--- config.mk ---
export PLATFORM = sky130hd
export DESIGN_NAME = pwr_seq
export DESIGN_NICKNAME = d
export VERILOG_FILES = /design/src/logic/pwr_seq_pkg.sv /design/src/logic/ms_tick_gen.sv /design/src/logic/pwr_seq.sv
export SDC_FILE = /design/constraint.sdc
export NUM_CORES = 1
export LEC_CHECK = 0
export BUFFER_PORTS_ARGS = -buffer_cell sky130_fd_sc_hd__clkbuf_2
export CAP_MARGIN = 20
export CORE_ASPECT_RATIO = 1.1
export CORE_UTILIZATION = 62
export CTS_CLUSTER_SIZE = 20
export DETAILED_ROUTE_END_ITERATION = 8
export HOLD_SLACK_MARGIN = 0.1
export PLACE_DENSITY = 0.85
export SLEW_MARGIN = 20
export SYNTH_ARGS = -nofsm -noshare
export SYNTH_HDL_FRONTEND = slang
export SYNTH_SLANG_ARGS = --single-unit
--- constraint.sdc ---
create_clock -name ref_clk -period 3.14 [get_ports ref_clk]
set_input_delay 0.628 -clock ref_clk [delete_from_list [all_inputs] [get_ports ref_clk]]
set_output_delay 0.628 -clock ref_clk [all_outputs]
set_load 0.02 [all_outputs]
--- src/logic/pwr_seq_pkg.sv ---
// constants and state encoding for the transmitter power sequencer
// assumes a 250 MHz reference clock; all intervals counted in milliseconds
//
// Contract
// heater start press closes control relay drive to begin start sequence.
// heater relay drive only while air flow and all safety interlocks closed.
// plate power-up needs plate request and heater on at least ten seconds.
// step and start drives gated on heater being active.
// step drive first, start drive 100 ms later.
// step drive released 160 ms after start drive closes.
// interlock open during start aborts sequence; await new manual start.
// interlock open during operation releases every supply drive at once; control drive stays on while the safety interlock is closed.
// prompt interlock reclose restores blower path only; no transmission resume.
// plate stop releases plate and screen drives, heater stays energized.
// heater stop releases all drives except blower and flushing fan path.
// after heater stop keep blower at least 30 seconds then turn off.
// intervals from millisecond tick; reset forces every relay drive inactive.
package pwr_seq_pkg;

    localparam int unsigned CLK_FREQ_HZ    = 250_000_000;
    localparam int unsigned TICK_PERIOD_NS = 1_000_000;
    localparam int unsigned CLK_PERIOD_NS  = 4;
    localparam int unsigned TICK_CYCLES    = TICK_PERIOD_NS / CLK_PERIOD_NS;

    localparam int unsigned WARMUP_MS      = 10_000;
    localparam int unsigned STEP_TO_START_MS = 100;
    localparam int unsigned OVERLAP_MS     = 160;
    localparam int unsigned COOLDOWN_MS    = 30_000;

    localparam int unsigned MS_W = 15;

    typedef enum logic [6:0] {
        ST_OFF     = 7'h01,
        ST_HEAT    = 7'h02,
        ST_STEP    = 7'h04,
        ST_OVERLAP = 7'h08,
        ST_RUN     = 7'h10,
        ST_COOL    = 7'h20,
        ST_TRIP    = 7'h40
    } seq_state_e;

endpackage

--- src/logic/ms_tick_gen.sv ---
// millisecond tick generator
// assumes a free running clock; ce freezes the count
`timescale 1ns/1ps
module ms_tick_gen
    import pwr_seq_pkg::*;
#(
    parameter int unsigned CYCLES = TICK_CYCLES
)(
    // clock and reset
    input  wire logic ref_clk,
    input  wire logic reset,
    input  wire logic ce,
    // tick out
    output logic      tick
);
    logic [17:0] cnt_q;
    logic [17:0] cnt_d;
    logic        tick_q;
    logic        tick_d;

    always_comb
    begin
        cnt_d  = cnt_q;
        tick_d = tick_q;
        if (ce)
        begin
            tick_d = (cnt_q == 18'(CYCLES - 1));
            cnt_d  = tick_d ? 18'h00000 : cnt_q + 18'h00001;
        end
    end

    always_ff @(posedge ref_clk)
    begin
        if (reset)
        begin
            cnt_q  <= 18'h00000;
            tick_q <= 1'b0;
        end
        else
        begin
            cnt_q  <= cnt_d;
            tick_q <= tick_d;
        end
    end

    assign tick = tick_q;
endmodule // ms_tick_gen

--- src/logic/pwr_seq.sv ---
// transmitter power sequencer: control, heater, step and start relay drives
// assumes switch and interlock inputs are asynchronous pins, active high
`timescale 1ns/1ps
module pwr_seq
    import pwr_seq_pkg::*;
#(
    parameter int unsigned TICK_CYC = TICK_CYCLES,
    parameter int unsigned WARM_MS  = WARMUP_MS,
    parameter int unsigned COOL_MS  = COOLDOWN_MS
)(
    // clock, reset, enable
    input  wire logic ref_clk,
    input  wire logic reset,
    input  wire logic ce,
    // operator switches, level while pressed
    input  wire logic heater_start_sw,
    input  wire logic heater_stop_sw,
    input  wire logic plate_start_sw,
    input  wire logic plate_stop_sw,
    // interlocks, high when closed
    input  wire logic air_ilk_ok,
    input  wire logic safety_ilk_ok,
    // relay drives
    output logic      control_relay_drive,
    output logic      heater_relay_drive,
    output logic      step_relay_drive,
    output logic      start_relay_drive,
    // status
    output logic      plate_on,
    output logic      tripped
);
    ////////////////////////////////////////////////////////////////////////
    // input synchronisers
    localparam int NIN = 6;
    logic [NIN-1:0] raw;
    logic [NIN-1:0] s1_q;
    logic [NIN-1:0] s2_q;
    logic [NIN-1:0] prev_q;
    logic [NIN-1:0] rise;

    assign raw = {safety_ilk_ok, air_ilk_ok, plate_stop_sw, plate_start_sw,
                  heater_stop_sw, heater_start_sw};

    genvar gi;
    generate
        for (gi = 0; gi < NIN; gi++)
        begin : g_sync
            always_ff @(posedge ref_clk)
            begin
                if (reset)
                begin
                    s1_q[gi]   <= 1'b0;
                    s2_q[gi]   <= 1'b0;
                    prev_q[gi] <= 1'b0;
                end
                else if (ce)
                begin
                    s1_q[gi]   <= raw[gi];
                    s2_q[gi]   <= s1_q[gi];
                    prev_q[gi] <= s2_q[gi];
                end
            end
            assign rise[gi] = s2_q[gi] & ~prev_q[gi];
        end
    endgenerate

    logic press_hstart;
    logic press_hstop;
    logic press_pstart;
    logic press_pstop;
    logic air_ok;
    logic safe_ok;
    assign press_hstart = rise[0];
    assign press_hstop  = rise[1];
    assign press_pstart = rise[2];
    assign press_pstop  = rise[3];
    assign air_ok       = s2_q[4];
    assign safe_ok      = s2_q[5];

    ////////////////////////////////////////////////////////////////////////
    // millisecond tick
    logic tick;

    ms_tick_gen #(
        .CYCLES (TICK_CYC)
    ) u_tick (
        .ref_clk (ref_clk),
        .reset   (reset),
        .ce      (ce),
        .tick    (tick)
    );

    ////////////////////////////////////////////////////////////////////////
    // sequencer
    seq_state_e     st_q;
    seq_state_e     st_d;
    logic [MS_W-1:0] ms_q;
    logic [MS_W-1:0] ms_d;
    logic [MS_W-1:0] warm_q;
    logic [MS_W-1:0] warm_d;
    logic           preq_q;
    logic           preq_d;
    logic           ctl_q;
    logic           ctl_d;
    logic           htr_q;
    logic           htr_d;
    logic           stp_q;
    logic           stp_d;
    logic           srt_q;
    logic           srt_d;
    logic           warm_done;
    logic           ilk_ok;

    assign ilk_ok    = air_ok & safe_ok;
    // strictly above: the first tick may come one cycle after heater-on,
    // so a plain >= would fall short of the minimum warm-up by almost a tick
    assign warm_done = (warm_q > MS_W'(WARM_MS));

    always_comb
    begin
        st_d   = st_q;
        ms_d   = ms_q;
        warm_d = warm_q;
        preq_d = preq_q;
        if (ce)
        begin
            if (tick && ms_q != {MS_W{1'b1}})
                ms_d = ms_q + MS_W'(1);
            // heater time accrues only while heater drive is on
            if (tick && htr_q && !warm_done)
                warm_d = warm_q + MS_W'(1);
            if (press_pstart)
                preq_d = 1'b1;
            case (st_q)
                ST_OFF:
                begin
                    preq_d = 1'b0;
                    warm_d = '0;
                    if (press_hstart)
                        st_d = ST_HEAT;
                end
                ST_HEAT:
                begin
                    if (press_hstop)
                    begin
                        st_d = ST_COOL;
                        ms_d = '0;
                    end
                    else if (!safe_ok || (htr_q && !air_ok))
                    begin
                        st_d = ST_TRIP;
                    end
                    else if (press_pstop)
                        preq_d = 1'b0;
                    else if (preq_q && warm_done && htr_q)
                    begin
                        st_d = ST_STEP;
                        ms_d = '0;
                    end
                end
                ST_STEP, ST_OVERLAP, ST_RUN:
                begin
                    if (!ilk_ok)
                        st_d = ST_TRIP;
                    else if (press_hstop)
                    begin
                        st_d = ST_COOL;
                        ms_d = '0;
                    end
                    else if (press_pstop)
                    begin
                        st_d   = ST_HEAT;
                        preq_d = 1'b0;
                    end
                    else if (st_q == ST_STEP && ms_q >= MS_W'(STEP_TO_START_MS))
                    begin
                        st_d = ST_OVERLAP;
                        ms_d = '0;
                    end
                    else if (st_q == ST_OVERLAP && ms_q >= MS_W'(OVERLAP_MS))
                        st_d = ST_RUN;
                end
                ST_COOL:
                begin
                    // no plate request or warm-up credit survives a heater stop
                    preq_d = 1'b0;
                    warm_d = '0;
                    // strictly above, for the same reason as the warm-up
                    if (ms_q > MS_W'(COOL_MS))
                        st_d = ST_OFF;
                    else if (press_hstart && ilk_ok)
                        st_d = ST_HEAT;
                end
                ST_TRIP:
                begin
                    preq_d = 1'b0;
                    warm_d = '0;
                    // restored blower still needs a manual start to resume
                    if (press_hstart && ilk_ok)
                        st_d = ST_HEAT;
                    else if (press_hstop)
                    begin
                        st_d = ST_COOL;
                        ms_d = '0;
                    end
                end
                default:
                    st_d = ST_OFF;
            endcase
        end
    end

    always_comb
    begin
        ctl_d = 1'b0;
        htr_d = 1'b0;
        stp_d = 1'b0;
        srt_d = 1'b0;
        case (st_d)
            ST_HEAT:    ctl_d = 1'b1;
            ST_STEP:    ctl_d = 1'b1;
            ST_OVERLAP: ctl_d = 1'b1;
            ST_RUN:     ctl_d = 1'b1;
            ST_COOL:    ctl_d = 1'b1;
            ST_TRIP:    ctl_d = safe_ok;
            default:    ctl_d = 1'b0;
        endcase
        if (st_d inside {ST_HEAT, ST_STEP, ST_OVERLAP, ST_RUN})
            htr_d = ilk_ok;
        stp_d = htr_q & htr_d & (st_d inside {ST_STEP, ST_OVERLAP});
        srt_d = htr_q & htr_d & (st_d inside {ST_OVERLAP, ST_RUN});
        if (!ce)
        begin
            ctl_d = ctl_q;
            htr_d = htr_q;
            stp_d = stp_q;
            srt_d = srt_q;
        end
    end

    always_ff @(posedge ref_clk)
    begin
        if (reset)
        begin
            st_q   <= ST_OFF;
            ms_q   <= '0;
            warm_q <= '0;
            preq_q <= 1'b0;
            ctl_q  <= 1'b0;
            htr_q  <= 1'b0;
            stp_q  <= 1'b0;
            srt_q  <= 1'b0;
        end
        else
        begin
            st_q   <= st_d;
            ms_q   <= ms_d;
            warm_q <= warm_d;
            preq_q <= preq_d;
            ctl_q  <= ctl_d;
            htr_q  <= htr_d;
            stp_q  <= stp_d;
            srt_q  <= srt_d;
        end
    end

    ////////////////////////////////////////////////////////////////////////
    // outputs, straight from flip-flops
    logic pon_q;
    logic trp_q;

    always_ff @(posedge ref_clk)
    begin
        if (reset)
        begin
            pon_q <= 1'b0;
            trp_q <= 1'b0;
        end
        else if (ce)
        begin
            pon_q <= srt_d;
            trp_q <= (st_d == ST_TRIP);
        end
    end

    assign control_relay_drive = ctl_q;
    assign heater_relay_drive  = htr_q;
    assign step_relay_drive    = stp_q;
    assign start_relay_drive   = srt_q;
    assign plate_on            = pon_q;
    assign tripped             = trp_q;
endmodule // pwr_seq

# Word-level counts from Yosys, hierarchy flattened
# Index checks and enable logic that the tools add are counted.
[op_classes]
n_addsub = 3
order_cmp = 4
n_eq_ne = 15
mux = 41
bitwise_logic = 12
reduce_logical = 21
[op_table]
columns = ["cell", "count"]
rows = [
  ["2-to-1 mux 15 bit", 13],
  ["2-to-1 mux 7 bit", 15],
  ["case mux 15 bit (3 select lines)", 1],
  ["case mux 7 bit (5 select lines)", 1],
  ["adder 15 x 1 -> 15 bit, second input constant", 2],
  ["adder 18 x 1 -> 18 bit, second input constant", 1],
  ["equality test 18 bit, second input constant", 1],
  ["2-to-1 mux 18 bit", 1],
  ["greater-or-equal comparator 15 x 7 -> 1 bit, second input constant", 1],
  ["greater-or-equal comparator 15 x 8 -> 1 bit, second input constant", 1],
  ["greater-than comparator 15 x 14 -> 1 bit, second input constant", 1],
  ["greater-than comparator 15 bit, second input constant", 1],
  ["!= test 15 bit, second input constant", 1],
  ["equality test 7 x 2 -> 1 bit, second input constant", 2],
  ["equality test 7 x 3 -> 1 bit, second input constant", 2],
  ["equality test 7 x 4 -> 1 bit, second input constant", 2],
  ["equality test 7 x 5 -> 1 bit, second input constant", 2],
  ["equality test 7 x 6 -> 1 bit, second input constant", 2],
  ["equality test 7 bit, second input constant", 2],
  ["logical AND 1 bit", 9],
  ["bitwise AND 1 bit", 8],
  ["2-to-1 mux 1 bit", 8],
  ["equality test 7 x 1 -> 1 bit, second input constant", 1],
  ["nonzero test 2 bit", 3],
  ["other kinds (9)", 15],
]
[totals]
regBits = 79
in_bits = 9
out_inout_bits = 6
wordCells = 124

# Logic depth before layout (Yosys ltp)
[logic_depth]
word_depth = 15
ltp_mapped = 11
ltp_nobuf = 10

# Modules after synthesis
# Synthesis repeated with hierarchy kept, for this count alone.
[unflattened]
cells_unflattened = 504
hier_area_um2 = 4141.5
[modules_own_cells]
columns = ["mod", "instances", "cells_per_inst", "area_each_um2", "seq_area_each_um2"]
rows = [
  ["pwr_seq", 1, 402, 3259.4, 1201.2],
  ["ms_tick_gen", 1, 102, 882.1, 380.4],
]

# Worst setup path before layout
# OpenSTA, ideal clock, no wires.
[synth_timing]
kind = "register to register"
start = "register st_q[2]"
end = "register ctl_q, in the netlist control_relay_drive"
setup_ns = 0.088
arrival_time_ns = 2.594
t_required_ns = 3.052
path_slack_ns = 0.458
stages_incl_launch_ff = 9
path_buffers = 0
synth_period_minus_slack_ns = 2.682
cell_sequence = "dfxtp_1 or4_4 or4b_4 a21oi_2 nor4_1 or4_1 a211oi_2 o211ai_1 a311oi_2"
[synth_between]
elab_chain_len = 12
word_cells_on_any_way = 34
classes_between = "13 x eq/ne; 17 x mux; 4 x reduce/logical"
[synth_lines]
columns = ["element", "line", "source"]
rows = [
  ["start: declaration", "pwr_seq.sv:95", "seq_state_e st_q;"],
  ["start signal: assignment", "pwr_seq.sv:256", "st_q <= st_d;"],
  ["equality test 7 x 4 -> 1 bit", "pwr_seq.sv:134, pwr_seq.sv:180", ""],
  ["logical AND 1 bit", "pwr_seq.sv:180", "else if (st_q == ST_OVERLAP && ms_q >= MS_W'(OVERLAP_MS))"],
  ["2-to-1 mux 7 bit", "pwr_seq.sv:180", ""],
  ["2-to-1 mux 7 bit", "pwr_seq.sv:175", "else if (st_q == ST_STEP && ms_q >= MS_W'(STEP_TO_START_MS))"],
  ["2-to-1 mux 7 bit", "pwr_seq.sv:170", "else if (press_pstop)"],
  ["2-to-1 mux 7 bit", "pwr_seq.sv:165", "else if (press_hstop)"],
  ["2-to-1 mux 7 bit", "pwr_seq.sv:163", "if (!ilk_ok)"],
  ["case mux 7 bit (5 select lines)", "pwr_seq.sv:134", "case (st_q)"],
  ["2-to-1 mux 7 bit *", "pwr_seq.sv:125", "if (ce)"],
  ["equality test 7 x 2 -> 1 bit (tied with other cells)", "pwr_seq.sv:219", "case (st_d)"],
  ["OR reduction 5 bit (no source line)", "n/a", ""],
  ["case mux 1 bit (2 select lines) *", "pwr_seq.sv:219", ""],
  ["end signal: assignment", "pwr_seq.sv:260", "ctl_q <= ctl_d;"],
  ["end: declaration", "pwr_seq.sv:103", "logic ctl_q;"],
]
# Mark *: on every way between the ends. The rest lies on a longest branch, timed or not.
# A chain may end at the register's enable or synchronous reset.

# Worst setup path after layout
[layout_timing]
start = "register st_q[0]"
end = "register pon_q, in the netlist plate_on"
[layout_between]
elab_chain_len = 15
word_cells_on_any_way = 36
classes_between = "11 x eq/ne; 18 x mux; 2 x bitwise; 5 x reduce/logical"
[layout_lines]
columns = ["element", "line", "source"]
rows = [
  ["equality test 7 x 4 -> 1 bit", "pwr_seq.sv:134, pwr_seq.sv:180", ""],
  ["logical AND 1 bit", "pwr_seq.sv:180", ""],
  ["2-to-1 mux 7 bit", "pwr_seq.sv:180", ""],
  ["2-to-1 mux 7 bit", "pwr_seq.sv:175", ""],
  ["2-to-1 mux 7 bit", "pwr_seq.sv:170", ""],
  ["2-to-1 mux 7 bit", "pwr_seq.sv:165", ""],
  ["2-to-1 mux 7 bit", "pwr_seq.sv:163", ""],
  ["case mux 7 bit (5 select lines)", "pwr_seq.sv:134", ""],
  ["2-to-1 mux 7 bit *", "pwr_seq.sv:125", ""],
  ["equality test 7 x 2 -> 1 bit (tied with other cells)", "pwr_seq.sv:228", "if (st_d inside {ST_HEAT, ST_STEP, ST_OVERLAP, ST_RUN})"],
  ["nonzero test 4 bit", "pwr_seq.sv:228", ""],
  ["2-to-1 mux 1 bit", "pwr_seq.sv:228", ""],
  ["bitwise AND 1 bit", "pwr_seq.sv:231", "srt_d = htr_q & htr_d & (st_d inside {ST_OVERLAP, ST_RUN});"],
  ["bitwise AND 1 bit *", "pwr_seq.sv:231", ""],
  ["2-to-1 mux 1 bit *", "pwr_seq.sv:232", "if (!ce)"],
  ["end signal: assignment", "pwr_seq.sv:281", "pon_q <= srt_d;"],
  ["end: declaration", "pwr_seq.sv:269", "logic pon_q;"],
]
# Marks and branches as above.

==> results.md <==
- Switching part of the total: 0.249
- Post-Layout Cell Count: 581
- Crit start category: flip-flop
- LEAKAGE: 1.71 nW
- First-pass DRT Iterations: 4
- Setup violations, final: 0
- Vias/cell: 5.99
- Seq cells post-synth: 79
- Clock sink count: 79
- Remaining antenna violation count: 0
- Final Hold Vio Count: 0
- Crit path kind: reg -> reg
- Post-layout minimum cycle time: 2930 ps
- FF/Latch Area: 1580 um^2
- EDFF count, synth: 0
- Total CTS buffers: 9
- R2R depth: 9
- Total Neg Setup Slack: 0 ps
- Root buf cell: clkbuf_8
- Vias in the first global route: 3,305
- Comb power frac: 0.080
- FF-to-FF End: plate_on
- Mapped Cells: 484
- First-pass GRT wire length: 14.5 mm
- Net switching power: 480 uW
- Dpl cells: 565
- Area of the multi-input gates: 2350 um^2
- Post-route design area: 4420 um^2
- Num rows: 30
- Die span in y: 86.8 um
- Max_slew headroom: 0.599
- Clock-pin slew on the worst setup and hold paths: 90 ps
- Crit. End Element: flip-flop
- Fraction of registers with async set/reset: 0
- Placed inst area: 4220 um^2
- Diode count: 0
- Worst skew pair latency: 350 ps
- Tcrit/Tclk final: 0.935
- Int Power: 1.45 mW
- Layout filler cell count: 513
- Largest net degree at the start of global routing: 23
- Yosys warning total: 0
- RSZ-0062 raised after global routing: false
- Most common flop cell mapped by yosys: dfxtp_1
- Commonest non-fill, non-tap cells in the layout: 85 x nor2_1, 79 x dfxtp_1, 29 x nand2_1
- Overflow after GRT: 0
- WL final: 8.57 mm
- Max-cap viol count: 0
- Worst-Margin Slew: 594 ps
- R2R setup slack: 210 ps
- Crit Path Max Fanout: 9
- Syn Nets: 498
- Outcome: complete, no violations
- Initial DRC Count: 179
- Total GRT Usage: 0.267
- Sequential area share after synthesis: 0.390
- CTS tree: yes
- Synth Area per Inst: 8.38 um^2
- Vias: 3,478
- WP data required: 3430 ps
- Die area: 6870 um^2
- F_max: 0.341 GHz
- Cell area after synthesis: 4060 um^2
- Total power: 1.93 mW
- Flop pwr share: 0.534
- Drc violations: 0
- Final HPWL DP: 6.24 mm
- Die Wd: 79.1 um
- Reg-to-Reg Start: st_q[0]
- Commonest non-fill, non-tap cell in the layout: nor2_1
- Clock network power share: 0.386
- H-tree levels: 3
- Clk_skew: 11.0 ps
- Share of layout cells above drive strength 1: 0.0998
- Core Area: 6230 um^2
- Final Wtd Congestion: 0.983
- Nets: 510
- Max Transition Viols Final: 0
- Initial Util: 0.651
- Crit path to: plate_on
- Synth cell types: 59
- Port Buffer Count: 14
- Worst min path class: reg -> reg
- Critical path origin: st_q[0]
- Worst EP arrival: 3220 ps
- Max IR drop VDD: 0.394 mV
- Pwr Density: 436 nW/um^2
- CTS max path bufs: 2
- Hold_ws: 476 ps
- I/O Pins: 15
- Area grow syn2layout: 8.91%
- Initial antenna violation count: 0
- DR WL/cell: 14.8 um
cell usage after synthesis, types with 7 or more instances:
master	number	share of area
a31oi_1	9	0.014
nor3_1	14	0.017
dfxtp_1	79	0.39
nor2b_1	8	0.012
nand2_1	29	0.027
clkbuf_1	22	0.020
xnor2_1	18	0.039
inv_1	12	0.011
nand3_1	15	0.019
a21oi_1	16	0.020
nand4_1	7	0.011
o21ai_0	17	0.021
nor2_1	85	0.079
mux2i_1	18	0.044
xor2_1	25	0.054
nor4_1	7	0.011
and3_1	15	0.023
layer usage:
metal | up-vias | wire length (um) | global-route usage
li1 | 1749 | - | -
met4 | 0 | 213 | 0.132
met2 | 84 | 4080 | 0.432
met5 | - | 0 | 0
met3 | 21 | 485 | 0.0632
met1 | 1624 | 3790 | 0.333
critical path, cell delays in order (launching register included):
cell and delay (ps):
dfxtp_1 340, buf_4 170, xor2_1 160, a211oi_1 400, o211ai_1 160, a22oi_1 260
or2_2 190, or4b_1 460, nor4_1 480, a32o_1 260
power by group through the flow:
| stage | clock network [mW] | logic, mW | registers (mW) |
|---|---|---|---|
| 3_5_place_dp | 0 | 0.151 | 1.05 |
| 5_1_grt | 0.798 | 0.169 | 1.03 |
| 6_report | 0.744 | 0.154 | 1.03 |
| 2_1_floorplan | 0 | 0.113 | 1.05 |
| 4_1_cts | 0.752 | 0.151 | 1.03 |
| 3_3_place_gp | 0 | 0.147 | 1.05 |
per-stage QoR:
step / utilization / worst slack, ps
finish: 0.709 / 205
global route: 0.709 / 10.5
CTS: 0.707 / 243
detailed placement: 0.677 / 294
global placement: 0.677 / 285
floorplan: - / 458
final cells by class:
type                       instances  share of cell area
sequential                        79               0.358
tap                               80              0.0227
multi-input combinational        369               0.532
timing repair buffer              25              0.0346
clock inverter                     4              0.0125
inverter                          12              0.0102
clock buffer                      12              0.0306
worst min-delay path by stage:
stage | start | to | slack [ps] | depth (start not counted)
6_report | tripped | tripped | 480 | 2
5_1_grt | tripped | tripped | 490 | 2
4_1_cts | tripped | tripped | 480 | 2
3_5_place_dp | tripped | tripped | 470 | 2
3_3_place_gp | plate_on | plate_on | 450 | 1
2_1_floorplan | prev_q[3] | prev_q[3] | 450 | 2
timing repair:
action | in CTS | in global routing
setup endpoints to repair | 0 | 3
hold buffers | 0 | 0
buffers inserted | 0 | 0
gates resized for setup | 0 | 2
endpoints found under the hold margin | 0 | 0
registers in the layout (all words and copies together), names as in the netlist, 4 cells and up:
| name | cells |
|---|---|
| u_tick.cnt_q | 18 |
| ms_q | 15 |
| warm_q | 15 |
| st_q | 7 |
| s1_q | 6 |
| prev_q | 4 |
| s2_q | 4 |
logic make-up after synthesis:
group | share of synthesized area
AO/OA/AOI/OAI | 0.153
XOR/XNOR | 0.0928
adder cells (fa/ha/maj) | 0.0154
buffers and inverters | 0.0339
flip-flops | 0.390
multiplexers | 0.0444
AND/OR/NAND/NOR | 0.271
(Power assumes the default switching activity.)
